===== src/verilog/tmr3_pkg.sv =====
// package: register map, field positions and carrier types for the 16-bit timer
package tmr3_pkg;
  // register byte addresses (word aligned)
  localparam logic [7:0] ADDR_CONTROL   = 8'h00;
  localparam logic [7:0] ADDR_COUNT_LO  = 8'h04;
  localparam logic [7:0] ADDR_COUNT_HI  = 8'h08;
  localparam logic [7:0] ADDR_IRQ       = 8'h0C;
  localparam logic [7:0] ADDR_AUX       = 8'h10;
  localparam logic [7:0] ADDR_STATUS    = 8'h14;
  // control field positions
  localparam int CTL_RUN     = 0;
  localparam int CTL_SRC     = 1;
  localparam int CTL_NOSYNC  = 2;
  localparam int CTL_TB_LO   = 3;
  localparam int CTL_PS_LO   = 4;
  localparam int CTL_PS_HI   = 5;
  localparam int CTL_TB_HI   = 6;
  localparam int CTL_WIDE    = 7;
  // irq register fields
  localparam int IRQ_FLAG    = 0;
  localparam int IRQ_EN      = 1;
  localparam logic [7:0]  CTL_RESET   = 8'h00;
  localparam logic [15:0] COUNT_MAX   = 16'hFFFF;
  localparam logic [15:0] COUNT_ZERO  = 16'h0000;
  localparam logic [3:0]  SPEC_TRIG_MODE = 4'hb;
  localparam int INSTR_DIV   = 4;
  localparam logic [1:0] HTRANS_NONSEQ = 2'h2;

  typedef struct packed {
    logic [3:0] mode_a;
    logic [3:0] mode_b;
    logic       uses_a;
    logic       uses_b;
    logic       trig_a;
    logic       trig_b;
  } tmr3_ccp_t;

  typedef struct packed {
    logic [15:0] count;
    logic        src_a_this;
    logic        src_b_this;
  } tmr3_tbase_t;
endpackage : tmr3_pkg


===== src/verilog/tmr3_timer.sv =====
// 16-bit timer/counter with prescaler, wide access buffer and AHB-Lite registers
// Overview of operation
// RL1 - wide mode: 16-bit access, else byte registers
// RL2 - timebase select routes timer to compare units
// RL3 - prescale select divides by 1,2,4,8
// RL4 - sync-disable bypasses external synchroniser; code skips only raw_prev_reg, ext_s2_reg still two flops
// RL5 - external counts rising edge after first fall
// RL6 - run bit enables counting, clear holds value
// RL7 - internal source counts once per instruction cycle
// RL8 - aux oscillator forces pins input, reads zero
// RL9 - low byte read copies high into buffer
// RL10 - high write buffers; low write loads both
// RL11 - wide mode high byte only via buffer
// RL12 - low byte write clears prescaler only
// RL13 - software sets aux enable and external source
// RL14 - count up, wrap sets sticky overflow flag
// RL15 - interrupt request only when enable set
// RL16 - special event trigger zeroes the counter
// RL17 - trigger reset skipped in async counter mode
// RL18 - software write beats trigger reset
// RL19 - trigger reset never sets overflow flag
// RL20 - reset clears control register to zero
`timescale 1ns/1ps
module tmr3_timer #(
  parameter int CLK_MHZ = 100
) (
  // clock and reset
  input  wire logic                 MCLK_I,
  input  wire logic                 ARST_N_I,
  // ahb-lite slave
  input  wire logic                 HSEL_I,
  input  wire logic [7:0]           HADDR_I,
  input  wire logic [1:0]           HTRANS_I,
  input  wire logic                 HWRITE_I,
  input  wire logic [2:0]           HSIZE_I,
  input  wire logic [31:0]          HWDATA_I,
  input  wire logic                 HREADY_I,
  output logic      [31:0]          HRDATA_O,
  output logic                      HREADYOUT_O,
  output logic                      HRESP_O,
  // external count pin and shared oscillator pins
  input  wire logic                 EXT_COUNT_I,
  input  wire logic [1:0]           OSC_PIN_I,
  input  wire logic [1:0]           PORT_C_DIRECTION_I,
  input  wire logic [1:0]           PORT_OUT_I,
  output logic      [1:0]           OSC_PIN_O,
  output logic      [1:0]           OSC_PIN_OE_O,
  output logic      [1:0]           PORT_READ_O,
  // capture/compare units
  input  wire tmr3_pkg::tmr3_ccp_t  CCP_I,
  input  wire logic [15:0]          OTHER_COUNT_I,
  output tmr3_pkg::tmr3_tbase_t     TBASE_O,
  output logic [15:0]               CCP_A_COUNT_O,
  output logic [15:0]               CCP_B_COUNT_O,
  // interrupt request
  output logic                      OVF_IRQ_O
);
  logic [7:0]  ctl_reg;
  logic [15:0] count_reg;
  logic [7:0]  hi_buf_reg;
  logic        ovf_flag_reg;
  logic        ovf_en_reg;
  logic        aux_osc_en_reg;
  logic [2:0]  presc_reg;
  logic [1:0]  div4_reg;
  logic        ext_s1_reg, ext_s2_reg, ext_prev_reg, ext_armed_reg;
  logic        raw_prev_reg;
  // bus data phase
  logic        dp_wr_reg, dp_rd_reg;
  logic [7:0]  dp_addr_reg;
  logic [31:0] rdata_reg;

  wire wide   = ctl_reg[tmr3_pkg::CTL_WIDE];
  wire run    = ctl_reg[tmr3_pkg::CTL_RUN];
  wire ext    = ctl_reg[tmr3_pkg::CTL_SRC];
  wire nosync = ctl_reg[tmr3_pkg::CTL_NOSYNC];
  wire [1:0] ps = {ctl_reg[tmr3_pkg::CTL_PS_HI], ctl_reg[tmr3_pkg::CTL_PS_LO]};
  wire async_mode = ext & nosync;

  // ---------------- bus slave ----------------
  wire addr_ph = HSEL_I & HREADY_I & (HTRANS_I == tmr3_pkg::HTRANS_NONSEQ);
  assign HREADYOUT_O = 1'b1;
  assign HRESP_O     = 1'b0;
  assign HRDATA_O    = rdata_reg;

  always_ff @(posedge MCLK_I or negedge ARST_N_I) begin
    if (!ARST_N_I) begin
      dp_wr_reg   <= 1'b0;
      dp_rd_reg   <= 1'b0;
      dp_addr_reg <= 8'h00;
    end else begin
      dp_wr_reg   <= addr_ph & HWRITE_I;
      dp_rd_reg   <= addr_ph & ~HWRITE_I;
      dp_addr_reg <= HADDR_I;
    end
  end

  wire wr_ctl = dp_wr_reg & (dp_addr_reg == tmr3_pkg::ADDR_CONTROL);
  wire wr_lo  = dp_wr_reg & (dp_addr_reg == tmr3_pkg::ADDR_COUNT_LO);
  wire wr_hi  = dp_wr_reg & (dp_addr_reg == tmr3_pkg::ADDR_COUNT_HI);
  wire wr_irq = dp_wr_reg & (dp_addr_reg == tmr3_pkg::ADDR_IRQ);
  wire wr_aux = dp_wr_reg & (dp_addr_reg == tmr3_pkg::ADDR_AUX);
  wire rd_lo  = addr_ph & ~HWRITE_I & (HADDR_I == tmr3_pkg::ADDR_COUNT_LO);
  wire [7:0] wbyte = HWDATA_I[7:0];

  // read data is formed in the address phase and stands in the data phase
  always_ff @(posedge MCLK_I or negedge ARST_N_I) begin
    if (!ARST_N_I) begin
      rdata_reg <= 32'h0000_0000;
    end else if (addr_ph & ~HWRITE_I) begin
      case (HADDR_I)
        tmr3_pkg::ADDR_CONTROL:  rdata_reg <= {24'h00_0000, ctl_reg};
        tmr3_pkg::ADDR_COUNT_LO: rdata_reg <= {24'h00_0000, count_reg[7:0]};
        tmr3_pkg::ADDR_COUNT_HI: rdata_reg <= {24'h00_0000,
                                   wide ? hi_buf_reg : count_reg[15:8]}; // see RL11
        tmr3_pkg::ADDR_IRQ:      rdata_reg <= {30'h0000_0000, ovf_en_reg, ovf_flag_reg};
        tmr3_pkg::ADDR_AUX:      rdata_reg <= {31'h0000_0000, aux_osc_en_reg};
        tmr3_pkg::ADDR_STATUS:   rdata_reg <= {16'h0000, count_reg};
        default:                 rdata_reg <= 32'h0000_0000;
      endcase
    end
  end

  // ---------------- control registers ----------------
  always_ff @(posedge MCLK_I or negedge ARST_N_I) begin
    if (!ARST_N_I) begin
      ctl_reg <= tmr3_pkg::CTL_RESET; // see RL20
    end else if (wr_ctl) begin
      ctl_reg <= wbyte;
    end
  end

  always_ff @(posedge MCLK_I or negedge ARST_N_I) begin
    if (!ARST_N_I) begin
      aux_osc_en_reg <= 1'b0;
      ovf_en_reg     <= 1'b0;
    end else begin
      if (wr_aux) aux_osc_en_reg <= wbyte[0];
      if (wr_irq) ovf_en_reg <= wbyte[tmr3_pkg::IRQ_EN];
    end
  end

  // ---------------- shared oscillator pins ----------------
  assign OSC_PIN_OE_O = aux_osc_en_reg ? 2'b00 : ~PORT_C_DIRECTION_I; // see RL8
  assign OSC_PIN_O    = PORT_OUT_I;
  logic [1:0] pin_s1_reg, pin_s2_reg;
  always_ff @(posedge MCLK_I or negedge ARST_N_I) begin
    if (!ARST_N_I) begin
      pin_s1_reg <= 2'b00;
      pin_s2_reg <= 2'b00;
    end else begin
      pin_s1_reg <= OSC_PIN_I;
      pin_s2_reg <= pin_s1_reg;
    end
  end
  assign PORT_READ_O = aux_osc_en_reg ? 2'b00 : pin_s2_reg; // see RL8

  // ---------------- count clock source ----------------
  // aux oscillator shares the external count path (see RL13)
  wire ext_src = aux_osc_en_reg ? pin_s2_reg[0] : EXT_COUNT_I;
  always_ff @(posedge MCLK_I or negedge ARST_N_I) begin
    if (!ARST_N_I) begin
      ext_s1_reg <= 1'b0;
      ext_s2_reg <= 1'b0;
    end else begin
      ext_s1_reg <= ext_src;
      ext_s2_reg <= ext_s1_reg;
    end
  end
  // unsynchronised path still sampled twice, through ext_s1_reg and ext_s2_reg
  always_ff @(posedge MCLK_I or negedge ARST_N_I) begin
    if (!ARST_N_I) begin
      raw_prev_reg <= 1'b0;
    end else begin
      raw_prev_reg <= ext_s2_reg;
    end
  end
  wire ext_level = nosync ? ext_s2_reg : raw_prev_reg; // see RL4

  always_ff @(posedge MCLK_I or negedge ARST_N_I) begin
    if (!ARST_N_I) begin
      ext_prev_reg  <= 1'b0;
      ext_armed_reg <= 1'b0;
    end else begin
      ext_prev_reg <= ext_level;
      if (!ext || !run) ext_armed_reg <= 1'b0;
      else if (ext_prev_reg & ~ext_level) ext_armed_reg <= 1'b1; // see RL5
    end
  end
  wire ext_tick = ext_armed_reg & ~ext_prev_reg & ext_level; // see RL5

  always_ff @(posedge MCLK_I or negedge ARST_N_I) begin
    if (!ARST_N_I) begin
      div4_reg <= 2'b00;
    end else begin
      div4_reg <= div4_reg + 2'b01;
    end
  end
  wire int_tick = (div4_reg == 2'(tmr3_pkg::INSTR_DIV - 1)); // see RL7
  wire src_tick = run & (ext ? ext_tick : int_tick); // see RL6 RL7

  // ---------------- prescaler ----------------
  logic ps_tick;
  always_comb begin
    case (ps) // see RL3
      2'b00:   ps_tick = src_tick;
      2'b01:   ps_tick = src_tick & (presc_reg[0] == 1'b1);
      2'b10:   ps_tick = src_tick & (presc_reg[1:0] == 2'b11);
      default: ps_tick = src_tick & (presc_reg == 3'b111);
    endcase
  end
  always_ff @(posedge MCLK_I or negedge ARST_N_I) begin
    if (!ARST_N_I) begin
      presc_reg <= 3'b000;
    end else if (wr_lo) begin
      presc_reg <= 3'b000; // see RL12
    end else if (src_tick) begin
      presc_reg <= presc_reg + 3'b001;
    end
  end

  // ---------------- counter ----------------
  // a unit may only reset this timer while the timebase select routes it here
  wire use_a  = ctl_reg[tmr3_pkg::CTL_TB_HI];
  wire use_b  = ctl_reg[tmr3_pkg::CTL_TB_HI] | ctl_reg[tmr3_pkg::CTL_TB_LO];
  wire trig_a = CCP_I.trig_a & CCP_I.uses_a & use_a &
                (CCP_I.mode_a == tmr3_pkg::SPEC_TRIG_MODE); // see RL16
  wire trig_b = CCP_I.trig_b & CCP_I.uses_b & use_b &
                (CCP_I.mode_b == tmr3_pkg::SPEC_TRIG_MODE); // see RL16
  wire trig_rst = (trig_a | trig_b) & ~async_mode; // see RL16 RL17
  wire wrap = ps_tick & (count_reg == tmr3_pkg::COUNT_MAX);

  always_ff @(posedge MCLK_I or negedge ARST_N_I) begin
    if (!ARST_N_I) begin
      count_reg <= tmr3_pkg::COUNT_ZERO;
    end else if (wr_lo) begin // see RL18
      count_reg <= wide ? {hi_buf_reg, wbyte} : {count_reg[15:8], wbyte}; // see RL1 RL10
    end else if (wr_hi & ~wide) begin
      count_reg <= {wbyte, count_reg[7:0]}; // see RL1
    end else if (trig_rst) begin
      count_reg <= tmr3_pkg::COUNT_ZERO; // see RL16
    end else if (ps_tick) begin
      count_reg <= count_reg + 16'h0001; // see RL14
    end
  end

  always_ff @(posedge MCLK_I or negedge ARST_N_I) begin
    if (!ARST_N_I) begin
      hi_buf_reg <= 8'h00;
    end else if (wide & wr_hi) begin
      hi_buf_reg <= wbyte; // see RL10 RL11
    end else if (wide & rd_lo) begin
      hi_buf_reg <= count_reg[15:8]; // see RL9
    end
  end

  // flag set beats software clear; trigger path never sets it
  always_ff @(posedge MCLK_I or negedge ARST_N_I) begin
    if (!ARST_N_I) begin
      ovf_flag_reg <= 1'b0;
    end else if (wrap & ~wr_lo & ~(wr_hi & ~wide) & ~trig_rst) begin
      ovf_flag_reg <= 1'b1; // see RL14 RL19
    end else if (wr_irq & ~wbyte[tmr3_pkg::IRQ_FLAG]) begin
      ovf_flag_reg <= 1'b0;
    end
  end
  assign OVF_IRQ_O = ovf_flag_reg & ovf_en_reg; // see RL15

  // ---------------- timebase routing ----------------
  wire tb_hi = ctl_reg[tmr3_pkg::CTL_TB_HI];
  wire tb_lo = ctl_reg[tmr3_pkg::CTL_TB_LO];
  assign TBASE_O.count      = count_reg;
  assign TBASE_O.src_a_this = tb_hi; // see RL2
  assign TBASE_O.src_b_this = tb_hi | tb_lo; // see RL2
  assign CCP_A_COUNT_O = TBASE_O.src_a_this ? count_reg : OTHER_COUNT_I;
  assign CCP_B_COUNT_O = TBASE_O.src_b_this ? count_reg : OTHER_COUNT_I;

  // ---------------- assertions ----------------
  a_ctl_reset_zero: assert property (@(posedge MCLK_I)
    $rose(ARST_N_I) |-> ctl_reg == tmr3_pkg::CTL_RESET) // see RL20
    else $error("control not zero after reset");
  a_stop_holds: assert property (@(posedge MCLK_I) disable iff (!ARST_N_I)
    (!run && !dp_wr_reg && !trig_rst) |=> $stable(count_reg)) // see RL6
    else $error("counter moved while stopped");
  a_wrap_sets_flag: assert property (@(posedge MCLK_I) disable iff (!ARST_N_I)
    (wrap && !dp_wr_reg && !trig_rst) |=> ovf_flag_reg && count_reg == 16'h0000) // see RL14
    else $error("wrap did not set flag");
  a_trig_no_flag: assert property (@(posedge MCLK_I) disable iff (!ARST_N_I)
    (trig_rst && !ovf_flag_reg && !dp_wr_reg) |=> !ovf_flag_reg && count_reg == 16'h0000)
    else $error("trigger reset wrong"); // see RL16 RL19
  a_write_beats_trig: assert property (@(posedge MCLK_I) disable iff (!ARST_N_I)
    (wr_lo && trig_rst && !wide) |=> count_reg[7:0] == $past(wbyte)) // see RL18
    else $error("trigger beat write");
  a_lo_read_buf: assert property (@(posedge MCLK_I) disable iff (!ARST_N_I)
    (wide && rd_lo && !dp_wr_reg) |=> hi_buf_reg == $past(count_reg[15:8])) // see RL9
    else $error("buffer not loaded on low read");
  a_wide_hi_write: assert property (@(posedge MCLK_I) disable iff (!ARST_N_I)
    (wide && wr_hi && !trig_rst && !ps_tick) |=> $stable(count_reg)) // see RL10
    else $error("high write touched counter");
  a_irq_gate: assert property (@(posedge MCLK_I) disable iff (!ARST_N_I)
    OVF_IRQ_O |-> ovf_en_reg && ovf_flag_reg) // see RL15
    else $error("irq without enable");
  a_pins_read_zero: assert property (@(posedge MCLK_I) disable iff (!ARST_N_I)
    aux_osc_en_reg |-> PORT_READ_O == 2'b00 && OSC_PIN_OE_O == 2'b00) // see RL8
    else $error("aux pins not input");
  a_presc_clear: assert property (@(posedge MCLK_I) disable iff (!ARST_N_I)
    wr_lo |=> presc_reg == 3'b000) // see RL12
    else $error("prescaler not cleared");

  // bus checks
  a_hready_always: assert property (@(posedge MCLK_I) disable iff (!ARST_N_I) // see RL1
    HREADYOUT_O && !HRESP_O)
    else $error("bus not ready or not okay");
  a_hi_read_buf: assert property (@(posedge MCLK_I) disable iff (!ARST_N_I) // see RL11
    (addr_ph && !HWRITE_I && HADDR_I == tmr3_pkg::ADDR_COUNT_HI && wide)
    |=> HRDATA_O[7:0] == $past(hi_buf_reg))
    else $error("high read bypassed buffer");
  a_hi_write_narrow: assert property (@(posedge MCLK_I) disable iff (!ARST_N_I) // see RL1
    (!wide && wr_hi) |=> count_reg[15:8] == $past(wbyte))
    else $error("byte high write lost");
  a_lo_write_wide: assert property (@(posedge MCLK_I) disable iff (!ARST_N_I) // see RL10
    (wide && wr_lo) |=> count_reg == {$past(hi_buf_reg), $past(wbyte)})
    else $error("wide low write did not load both");
  a_presc_hi_keep: assert property (@(posedge MCLK_I) disable iff (!ARST_N_I) // see RL12
    (wr_hi && !src_tick) |=> $stable(presc_reg))
    else $error("high write touched prescaler");

  // count path checks
  a_run_gates_tick: assert property (@(posedge MCLK_I) disable iff (!ARST_N_I) // see RL6
    !run |-> !src_tick)
    else $error("tick while stopped");
  a_int_rate: assert property (@(posedge MCLK_I) disable iff (!ARST_N_I) // see RL7
    (src_tick && !ext) |-> div4_reg == 2'(tmr3_pkg::INSTR_DIV - 1))
    else $error("internal tick off rate");
  a_ext_needs_arm: assert property (@(posedge MCLK_I) disable iff (!ARST_N_I) // see RL5
    (src_tick && ext) |-> ext_armed_reg)
    else $error("external tick before falling edge");
  a_ext_arm_clear: assert property (@(posedge MCLK_I) disable iff (!ARST_N_I) // see RL5
    (!ext || !run) |=> !ext_armed_reg)
    else $error("edge arm kept while idle");
  a_count_step: assert property (@(posedge MCLK_I) disable iff (!ARST_N_I) // see RL14
    (ps_tick && !dp_wr_reg && !trig_rst) |=> count_reg == $past(count_reg) + 16'h0001)
    else $error("counter did not step by one");
  a_flag_clear: assert property (@(posedge MCLK_I) disable iff (!ARST_N_I) // see RL14
    (wr_irq && !wbyte[tmr3_pkg::IRQ_FLAG] && !wrap) |=> !ovf_flag_reg)
    else $error("flag clear ignored");
  a_trig_zero: assert property (@(posedge MCLK_I) disable iff (!ARST_N_I) // see RL16
    (trig_rst && !dp_wr_reg) |=> count_reg == tmr3_pkg::COUNT_ZERO)
    else $error("trigger did not zero counter");
  a_async_no_trig: assert property (@(posedge MCLK_I) disable iff (!ARST_N_I) // see RL17
    (async_mode && (trig_a || trig_b) && !dp_wr_reg && !ps_tick) |=> $stable(count_reg))
    else $error("trigger acted in async mode");

  // routing, pin and control checks
  a_route_a_this: assert property (@(posedge MCLK_I) disable iff (!ARST_N_I) // see RL2
    tb_hi |-> CCP_A_COUNT_O == count_reg && CCP_B_COUNT_O == count_reg)
    else $error("unit routing wrong for this timer");
  a_route_b_only: assert property (@(posedge MCLK_I) disable iff (!ARST_N_I) // see RL2
    (!tb_hi && tb_lo) |-> CCP_A_COUNT_O == OTHER_COUNT_I && CCP_B_COUNT_O == count_reg)
    else $error("split routing wrong");
  a_route_other: assert property (@(posedge MCLK_I) disable iff (!ARST_N_I) // see RL2
    (!tb_hi && !tb_lo) |-> CCP_A_COUNT_O == OTHER_COUNT_I && CCP_B_COUNT_O == OTHER_COUNT_I)
    else $error("other timer routing wrong");
  a_oe_normal: assert property (@(posedge MCLK_I) disable iff (!ARST_N_I) // see RL8
    !aux_osc_en_reg |-> OSC_PIN_OE_O == ~PORT_C_DIRECTION_I)
    else $error("pin enable ignores direction");
  a_ctl_write: assert property (@(posedge MCLK_I) disable iff (!ARST_N_I) // see RL20
    wr_ctl |=> ctl_reg == $past(wbyte))
    else $error("control write lost");

  // main scenarios
  c_wrap: cover property (@(posedge MCLK_I) disable iff (!ARST_N_I) wrap);
  c_trig: cover property (@(posedge MCLK_I) disable iff (!ARST_N_I) trig_rst);
  c_ext_tick: cover property (@(posedge MCLK_I) disable iff (!ARST_N_I) ext_tick && run);
  c_wide_rd: cover property (@(posedge MCLK_I) disable iff (!ARST_N_I) wide && rd_lo);
  c_ovf_irq: cover property (@(posedge MCLK_I) disable iff (!ARST_N_I) OVF_IRQ_O);
endmodule : tmr3_timer


===== config.mk =====
export PLATFORM = sky130hd
export DESIGN_NAME = tmr3_timer
export DESIGN_NICKNAME = d
export VERILOG_FILES = /design/src/verilog/tmr3_pkg.sv /design/src/verilog/tmr3_timer.sv
export SDC_FILE = /design/constraint.sdc
export NUM_CORES = 1
export LEC_CHECK = 0
export BUFFER_PORTS_ARGS = -buffer_cell sky130_fd_sc_hd__buf_2
export CORE_MARGIN = 2
export CORE_UTILIZATION = 49
export CTS_CLUSTER_SIZE = 14
export DETAILED_ROUTE_END_ITERATION = 8
export MAX_ROUTING_LAYER = met4
export PLACE_DENSITY = 0.81
export SLEW_MARGIN = 30
export SYNTH_ARGS = -nofsm -noshare
export SYNTH_HDL_FRONTEND = slang
export SYNTH_SLANG_ARGS = --single-unit
export TNS_END_PERCENT = 50

===== constraint.sdc =====
create_clock -name MCLK_I -period 2.5 [get_ports MCLK_I]
set_input_delay 0.375 -clock MCLK_I [delete_from_list [all_inputs] [get_ports MCLK_I]]
set_output_delay 0.375 -clock MCLK_I [all_outputs]
set_load 0.05 [all_outputs]

Word level (Yosys, flattened, before mapping)

Cells that the tools add are included.

Add/sub/neg operators: 3
Eq/ne operators: 20
Multiplexer cells: 23
Bitwise operators: 46
Reductions and logical operators: 14

Operators with widths:

| cell                  | count |
|---|---|
| $mux 16               | 7 |
| $pmux 16 s6           | 1 |
| $and 1x1->1           | 34 |
| $eq 8x4->1 const B    | 4 |
| $eq 8x5->1 const B    | 3 |
| $mux 8                | 3 |
| $add 16x1->16 const B | 1 |
| $eq 16x16->1 const B  | 1 |
| $eq 8x3->1 const B    | 2 |
| $logic_not 8->1       | 2 |
| $not 1->1             | 9 |
| $eq 2x2->1 const B    | 4 |
| $eq 4x4->1 const B    | 2 |
| $reduce_bool 2->1     | 4 |
| $mux 1                | 7 |
| $mux 3                | 2 |
| $mux 2                | 2 |
| $ne 2x2->1 const B    | 2 |
| $reduce_and 2->1      | 2 |
| $reduce_bool 4->1     | 1 |
| $add 3x1->3 const B   | 1 |
| $eq 3x3->1 const B    | 1 |
| $pmux 1 s3            | 1 |
| $reduce_bool 3->1     | 1 |
| other kinds (7)       | 9 |

Bits in registers: 90
Input port bits: 85
Logic and storage cells: 125

Depth between registers and ports, before layout

Gate-level depths: netlist of the first run.

Depth after elaboration: 12
Depth in mapped cells: 9
Gate-level depth less buffers: 8

Worst setup path before layout of the first run

No wires, ideal clock.

Path kind: input-to-reg
From: input port HADDR_I[0]
To: register hi_buf_reg[7]
Library setup time: 0.132 ns
Arrival time: 2.162 ns
Required time: 2.368 ns
Slack: 0.206 ns
Cell stages on the path: 7
Path buffers: 2
Cells stage by stage: or4_4 > or3_1 > buf_2 > or4_4 > buf_6 > mux2i_1 > o21ai_1

Longest elaborated chain between the ends: 4

RTL lines:

| item                               | RTL line          | text |
|---|---|---|
| start: declaration                 | tmr3_timer.sv:32  | `input wire logic [7:0] HADDR_I,` |
| $eq 8x3->1                         | tmr3_timer.sv:103 | `wire rd_lo = addr_ph & ~HWRITE_I & (HADDR_I == tmr3_pkg::ADDR_COUNT_LO);` |
| $and 1x1->1                        | tmr3_timer.sv:103 |  |
| $and 1x1->1                        | tmr3_timer.sv:252 | `end else if (wide & rd_lo) begin` |
| $reduce_bool 2->1 (no source line) | -                 |  |
| end signal: assignment             | tmr3_timer.sv:251 | `hi_buf_reg <= wbyte;` |
| end signal: assignment             | tmr3_timer.sv:253 | `hi_buf_reg <= count_reg[15:8];` |
| end: declaration                   | tmr3_timer.sv:60  | `logic [7:0] hi_buf_reg;` |

No other way between the ends.
A chain may end at the register's enable or synchronous reset.

Worst setup path after layout of the first run

From: register dp_addr_reg[1]
To: register count_reg[6]

Longest elaborated chain between the ends: 5
Elaborated cells between the ends (all ways): 9
Classes of those cells: 3 x eq/ne; 1 x mux; 3 x bitwise; 2 x reduce/logical

RTL lines:

| item                              | RTL line          | text |
|---|---|---|
| start: declaration                | tmr3_timer.sv:70  | `logic [7:0] dp_addr_reg;` |
| start signal: assignment          | tmr3_timer.sv:90  | `dp_addr_reg <= 8'h00;` |
| start signal: assignment          | tmr3_timer.sv:94  | `dp_addr_reg <= HADDR_I;` |
| $eq 8x4->1                        | tmr3_timer.sv:100 | `wire wr_hi = dp_wr_reg & (dp_addr_reg == tmr3_pkg::ADDR_COUNT_HI);` |
| $and 1x1->1                       | tmr3_timer.sv:100 |  |
| $and 1x1->1                       | tmr3_timer.sv:238 | `end else if (wr_hi & ~wide) begin` |
| $ne 2x2->1 (no source line)       | -                 |  |
| $reduce_and 2->1 (no source line) | -                 |  |
| end signal: assignment            | tmr3_timer.sv:237 | `count_reg <= wide ? {hi_buf_reg, wbyte} : {count_reg[15:8], wbyte};` |
| end signal: assignment            | tmr3_timer.sv:239 | `count_reg <= {wbyte, count_reg[7:0]};` |
| end signal: assignment            | tmr3_timer.sv:241 | `count_reg <= tmr3_pkg::COUNT_ZERO;` |
| end: declaration                  | tmr3_timer.sv:59  | `logic [15:0] count_reg;` |

Parallel ways exist; a longest one is shown, timed or not.

==> metrics.md, run 1 <==
| Metric | Value |
|---|---|
| Outcome | complete, no violations |
| Synth area leader | dfrtp_1 |
| Min Tclk post-route | 2.328 ns |
| Final TNS setup | 0 ns |
| DIE AREA | 0.009762 mm2 |
| CTS Buf Count | 9 |
| Core Area | 0.008721 mm2 |
| Avg WL per Cell | 17.42 um |
| Antenna-violating nets left | 0 |
| Clk buf depth | 2 |
| Slew Limit Fails | 0 |
| Rows | 34 |
| R2r setup slk | 0.17 ns |
| I/O Buffers | 126 |
| Routed Wire Length | 12.02 mm |
| Synth top cells by count | dfrtp_1, nand2_1, mux2_2, nor2_1, o21ai_0 |
| Antenna violations before repair | 0 |
| CP peak stage delay | 0.61 ns |
| Overall power | 3.311 mW |
| Worst path cell trace | or4_1, nor3_4, o21ai_0, nand2_1, nor2_1, a221o_1 |
| RSZ-0062 raised after global routing | no |
| Worst reg2reg path startpoint | dp_addr_reg[1] |
| Final global-route overflow total | 0 |
| Io pins | 176 |
| Nature of the critical path endpoint | flop |
| Startpoint Class | flop |
| DR vias | 4,051 |
| Final cycle utilization of the critical path | 93.10% |
| Initial DRC count | 248 |
| Worst VDD drop | 0.5268 mV |
| Fmax | 0.4296 GHz |
| Post-Syn Instances | 458 |
| Area grow syn2layout | 21.48% |
| Reg-to-Reg End | count_reg[6] |
| Hold slack | 0.04367 ns |
| Max-Cap Viols | 0 |
| Final Hold Viols | 0 |
| Most common cell in the netlist | dfrtp_1 |
| Leak | 2.700 nW |
| Seq/Total Area, Yosys | 42.05% |
| Pre-antenna DRT Iters | 5 |
| Largest net degree at the start of global routing | 75 |
| Die H | 98.81 um |
| H-tree depth | 3 |
| DPL Wire Length | 8.829 mm |
| Total GRT Usage | 25.90% |
| Via/cell ratio | 5.871 |
| Synth Warn # | 0 |
| Least-Margin Pin Slew | 0.5655 ns |
| Area contributors post-synth | dfrtp_1, mux2_2, mux2i_1 |
| WP data arrival | 2.57 ns |
| HP Class | in2async |
| Final GP Congestion | 0.9257 |
| Drc violations | 0 |
| Root Buffer | clkbuf_8 |
| Antenna fix cells | 0 |
| Top cell type's share of synthesized area | 42.05% |
| P per Cell Area | 618.8 mW/mm2 |
| Global-route wire length before repair | 19.46 mm |
| Highest-delay cell along the critical path | or4_1 |
| Starting Density | 50.50% |
| Async S/R FF share, synth | 100.0% |
| Register bit total from synthesis | 74 |
| Worst R2R Path Depth | 6 |
| Final-report setup violation count | 0 |
| Clock slew at the register clock pins of the worst setup and hold paths | 0.08 ns |
| Cell Area, Placed | 0.005096 mm2 |
| CTS tree | done |
| Maximum fanout along the worst path | 6 |
| Post-synth EDFFs | 0 |
| Worst endpoint required time | 2.74 ns |
| Final instance area | 0.005350 mm2 |
| Clock Latency Late Sink | 0.36 ns |
| Layout Utilization | 61.35% |
| Slew headroom | 62.30% |
| Number of global-route vias before repair | 3,841 |
| Cell variety after synth | 51 |
| Post-Syn Area per Cell | 9.616 um2 |
| Prevailing post-synth register cell | dfrtp_1 |
| Final Skew | 0.009835 ns |
| Fin nets | 669 |
| CTS Sinks | 74 |
| Post-Syn Area | 0.004404 mm2 |
| Chip width | 98.81 um |
| Fraction of layout cells with a size suffix above 1 | 35.57% |
| Worst Path Class, Setup | reg2reg |
==> worst max-delay path: cells and delay by family (launching register included) <==
family	cells	cell delay, ns
AND/OR/NAND/NOR	4	1.23
AO/OA/AOI/OAI	2	0.62
flip-flops	1	0.36
==> power breakdown <==
part           leakage, nW  internal (mW)  total (mW)  switching (mW)
logic                 1.62          0.236       0.800           0.564
registers            0.960           1.27        1.36          0.0964
clock network        0.120          0.671        1.15           0.477
total                 2.70           2.17        3.31            1.14
==> routing by layer <==
layer  up-vias  part of all wire, %  GRT usage (%)
met1      1959                   41          33.61
met5         -                    0              -
met3        21                  7.9          5.957
met2       201                   49          42.00
met4         0                  1.6          5.269
li1       1870                    -              -
==> metrics by stage <==
step,cells,worst slack [ns]
final,690,0.1724
after global routing,690,0.007583
after CTS,690,0.1100
after detailed placement,674,0.1092
after global placement,674,0.1630
after floorplan,474,0.2057
==> how the worst max path moves through the flow <==
stage,to,slack [ns],from,depth (start not counted)
6_report,count_reg[6],0.17,dp_addr_reg[1],6
3_5_place_dp,hi_buf_reg[0],0.11,HADDR_I[0],6
5_1_grt,count_reg[1],0.008,dp_addr_reg[0],6
2_1_floorplan,hi_buf_reg[7],0.21,HADDR_I[0],7
3_3_place_gp,hi_buf_reg[2],0.16,HADDR_I[0],6
4_1_cts,count_reg[6],0.11,dp_addr_reg[1],6
==> what timing repair did <==
action	4_1_cts	5_1_grt
hold buffers	0	0
buffers inserted	0	0
gates resized for setup	0	1
setup endpoints to repair	0	8
==> layout make-up <==
| type | count | area, um2 |
|---|---|---|
| Clock buffer | 9 | 123.9 |
| Clock inverter | 7 | 123.9 |
| Fill cell | 760 | 3371 |
| Inverter | 10 | 37.54 |
| Multi-Input combinational cell | 340 | 2302 |
| Sequential cell | 74 | 1852 |
| Tap cell | 108 | 135.1 |
| Timing Repair Buffer | 142 | 775.7 |
==> placed cells by master (no fill, tap or decap), drive strengths merged, types with 6 or more instances in the layout <==
cell type,synthesis,routed
a21oi,23,23
o22a,7,7
buf,29,142
nand2,46,46
dfrtp,74,74
nor2,32,32
nor3,8,8
o21ai,32,32
a22oi,9,9
clkbuf,21,9
and3,6,6
mux2i,20,20
nand4,8,8
a22o,13,13
nand3,6,6
inv,10,12
mux2,44,44
conb,2,18
ha,7,7
==> cell families after synthesis <==
group                      after synthesis  share of synthesized area [%]
AOI/OAI and AO/OA                      114                          17.30
xor gates and xnor gates                 1                         0.1989
adders and majority gates                7                          1.989
buffers and inverters                   60                          7.188
DFF                                     74                          42.05
muxes                                   64                          15.80
other                                    2                         0.1705
and+or+nand+nor                        136                          15.31
(Power assumes the default switching activity.)
==> inputs of run 2 (changes only) <==
==> constraint.sdc (replaced) <==
create_clock -name MCLK_I -period 2.2 [get_ports MCLK_I]
set_input_delay 0.33 -clock MCLK_I [delete_from_list [all_inputs] [get_ports MCLK_I]]
set_output_delay 0.33 -clock MCLK_I [all_outputs]
set_load 0.05 [all_outputs]
==> run 2 against run 1 <==
Net effect:
- maximum frequency grew 8.1%
- worst hold slack gained 0.027 ns
- sequential power grew 14%
==> metrics.md, run 2 (synthesis results as in run 1) <==
| Metric | Value |
|---|---|
| Reg-to-Reg End | count_reg[5] |
| Slew headroom | 62.01% (-0.29 points) |
| Final cycle utilization of the critical path | 97.87% (+4.8 points) |
| Avg WL per Cell | 17.54 um (+0.69%) |
| Core Area | 0.008721 mm2 (unchanged) |
| Combinational power share | 26.0% (+1.8 points) |
| Fin nets | 683 (+2.1%) |
| Final instance area | 0.005446 mm2 (+1.8%) |
| CTS tree | done |
| Routed Wire Length | 12.35 mm (+2.7%) |
| NetSw | 1.307 mW (+15%) |
| Min-delay src | OSC_PIN_I[1] |
| DIE AREA | 0.009762 mm2 (unchanged) |
| Antenna-violating nets left | 0 (unchanged) |
| Clk buf depth | 2 (unchanged) |
| R2r setup slk | 0.05 ns (-0.13 ns) |
| CTS Buf Count | 9 (unchanged) |
| DPL Wire Length | 8.932 mm (+1.2%) |
| Maximum fanout along the worst path | 4 (-2) |
| Clock slew at the register clock pins of the worst setup and hold paths | 0.08 ns (about the same) |
| Min Tclk post-route | 2.153 ns (-0.1744 ns) |
| Nature of the critical path endpoint | flop |
| Antenna violations before repair | 0 (unchanged) |
| Worst R2R Path Depth | 7 (+1) |
| Max-Cap Viols | 0 (unchanged) |
| Overall power | 3.556 mW (+7.4%) |
| Fmax | 0.4644 GHz (+8.1%) |
| Hold slack | 0.07108 ns (+0.02742 ns) |
| Final Skew | 0.009578 ns (-0.0002568 ns) |
| Final GP Congestion | 0.9441 (+2.0%) |
| Hold path endpoint | pin_s1_reg[1] |
| Antenna fix cells | 0 (unchanged) |
| DR vias | 4,166 (+2.8%) |
| Worst VDD drop | 0.4765 mV (-9.5%) |
| Clock Latency Late Sink | 0.36 ns (about the same) |
| Final Hold Viols | 0 (unchanged) |
| Leak | 2.754 nW (+2.0%) |
| RSZ-0062 raised after global routing | yes |
| H-tree depth | 3 (unchanged) |
| Most frequent cells in the layout | buf_2, dfrtp_1, mux2_2 |
| CP Launch Point | dp_addr_reg[1] |
| Initial DRC count | 303 (+22%) |
| Outcome | complete, no violations |
| Pre-antenna DRT Iters | 5 (unchanged) |
| Worst endpoint required time | 2.45 ns (-0.29 ns) |
| P per Cell Area | 652.8 mW/mm2 (+5.5%) |
| Switching part of the total | 36.77% (+2.4 points) |
| Internal | 2.248 mW (+3.5%) |
| Fraction of layout cells with a size suffix above 1 | 38.76% (+3.2 points) |
| Global-route wire length before repair | 19.14 mm (-1.6%) |
| Most common cell after layout, fill and taps aside | buf_2 |
| Starting Density | 50.50% (unchanged) |
| CTS Sinks | 74 (unchanged) |
| Slew Limit Fails | 0 (unchanged) |
| Rows | 34 (unchanged) |
| Chip width | 98.81 um (unchanged) |
| Worst reg2reg path startpoint | dp_addr_reg[1] |
| Die H | 98.81 um (unchanged) |
| Final-report setup violation count | 0 (unchanged) |
| Via/cell ratio | 5.918 (+0.79%) |
| Drc violations | 0 (unchanged) |
| Least-Margin Pin Slew | 0.5699 ns (+0.004309 ns) |
| Number of global-route vias before repair | 3,756 (-2.2%) |
| Cell Area, Placed | 0.005151 mm2 (+1.1%) |
| Root Buffer | clkbuf_8 |
| WP data arrival | 2.41 ns (-0.16 ns) |
| Final global-route overflow total | 0 (unchanged) |
| Worst Path Class, Setup | reg2reg |
| Total GRT Usage | 25.63% (-0.27 points) |
| HP Class | in2reg |
| Largest net degree at the start of global routing | 75 (unchanged) |
| Reg power frac | 43.5% (+2.4 points) |
| Startpoint Class | flop |
| Io pins | 176 (unchanged) |
| Hold path depth | 1 |
| Area grow syn2layout | 23.66% |
| Clock Power Share | 30.5% (-4.2 points) |
| I/O Buffers | 126 (unchanged) |
-- run 2: cell count changes in the layout (fill, tap and decap cells not counted), sizes merged --
cell,change
clkbuf,+1
dlygate4sd3,+1
clkinv,+1
clkinvlp,+1
bufinv,-2
buf,+12
-- run 2: per-layer routing --
layer  wire length [um]  global-route usage (%)  share of wire, %
met4                267                   8.325               2.2
met3               1153                   5.887               9.3
met1               5120                   34.41                41
met5                  0                       -                 0
met2               5809                   38.72                47
-- run 2: worst max path at each step --
stage | endpoint | depth (start not counted) | slack, ns
4_1_cts | count_reg[2] | 7 | 0.009
3_5_place_dp | hi_buf_reg[0] | 6 | -0.11
5_1_grt | count_reg[5] | 7 | -0.05
2_1_floorplan | hi_buf_reg[7] | 7 | -0.04
3_3_place_gp | hi_buf_reg[7] | 6 | -0.06
6_report | count_reg[5] | 7 | 0.05
-- run 2: cell type report --
class,instances,area [um2]
Inverter,10,37.54
Timing Repair Buffer,156,884.6
Multi-Input combinational cell,340,2337
Clock buffer,9,123.9
Tap cell,108,135.1
Fill cell,720,3274
Clock inverter,7,76.32
Sequential cell,74,1852
-- run 2: metrics by stage --
stage	utilization (%)	setup WS [ns]	TNS, ns	std cells
floorplan	-	-0.03892	-0.2224	474
global placement	59.07	-0.06004	-0.4201	683
detailed placement	59.07	-0.1056	-0.8442	683
CTS	61.58	0.008743	0	700
global route	62.45	-0.05132	-0.1827	704
finish	62.45	0.04687	0	704
-- run 2: critical path, stage by stage, from the launching register on --
cell	delay, ns
dfrtp_1	0.37
or4_4	0.56
nor3_4	0.32
nand2_2	0.14
buf_6	0.16
o211ai_1	0.11
a21boi_1	0.11
a221o_1	0.26
-- run 2: repair_timing --
action	in CTS	in global routing
pin swaps	0	4
resized for setup	3	17
setup buffers	0	4
setup endpoints to repair	7	25
endpoints found under the hold margin	21	0
hold buffers	1	0
cloned	0	0
-- run 2: power groups by stage --
stage | registers, mW | logic [mW] | clock network, mW
3_5_place_dp | 1.57 | 0.919 | 0
6_report | 1.55 | 0.924 | 1.08
4_1_cts | 1.55 | 0.922 | 1.10
3_3_place_gp | 1.56 | 0.893 | 0
5_1_grt | 1.56 | 0.991 | 1.17
2_1_floorplan | 1.62 | 0.621 | 0
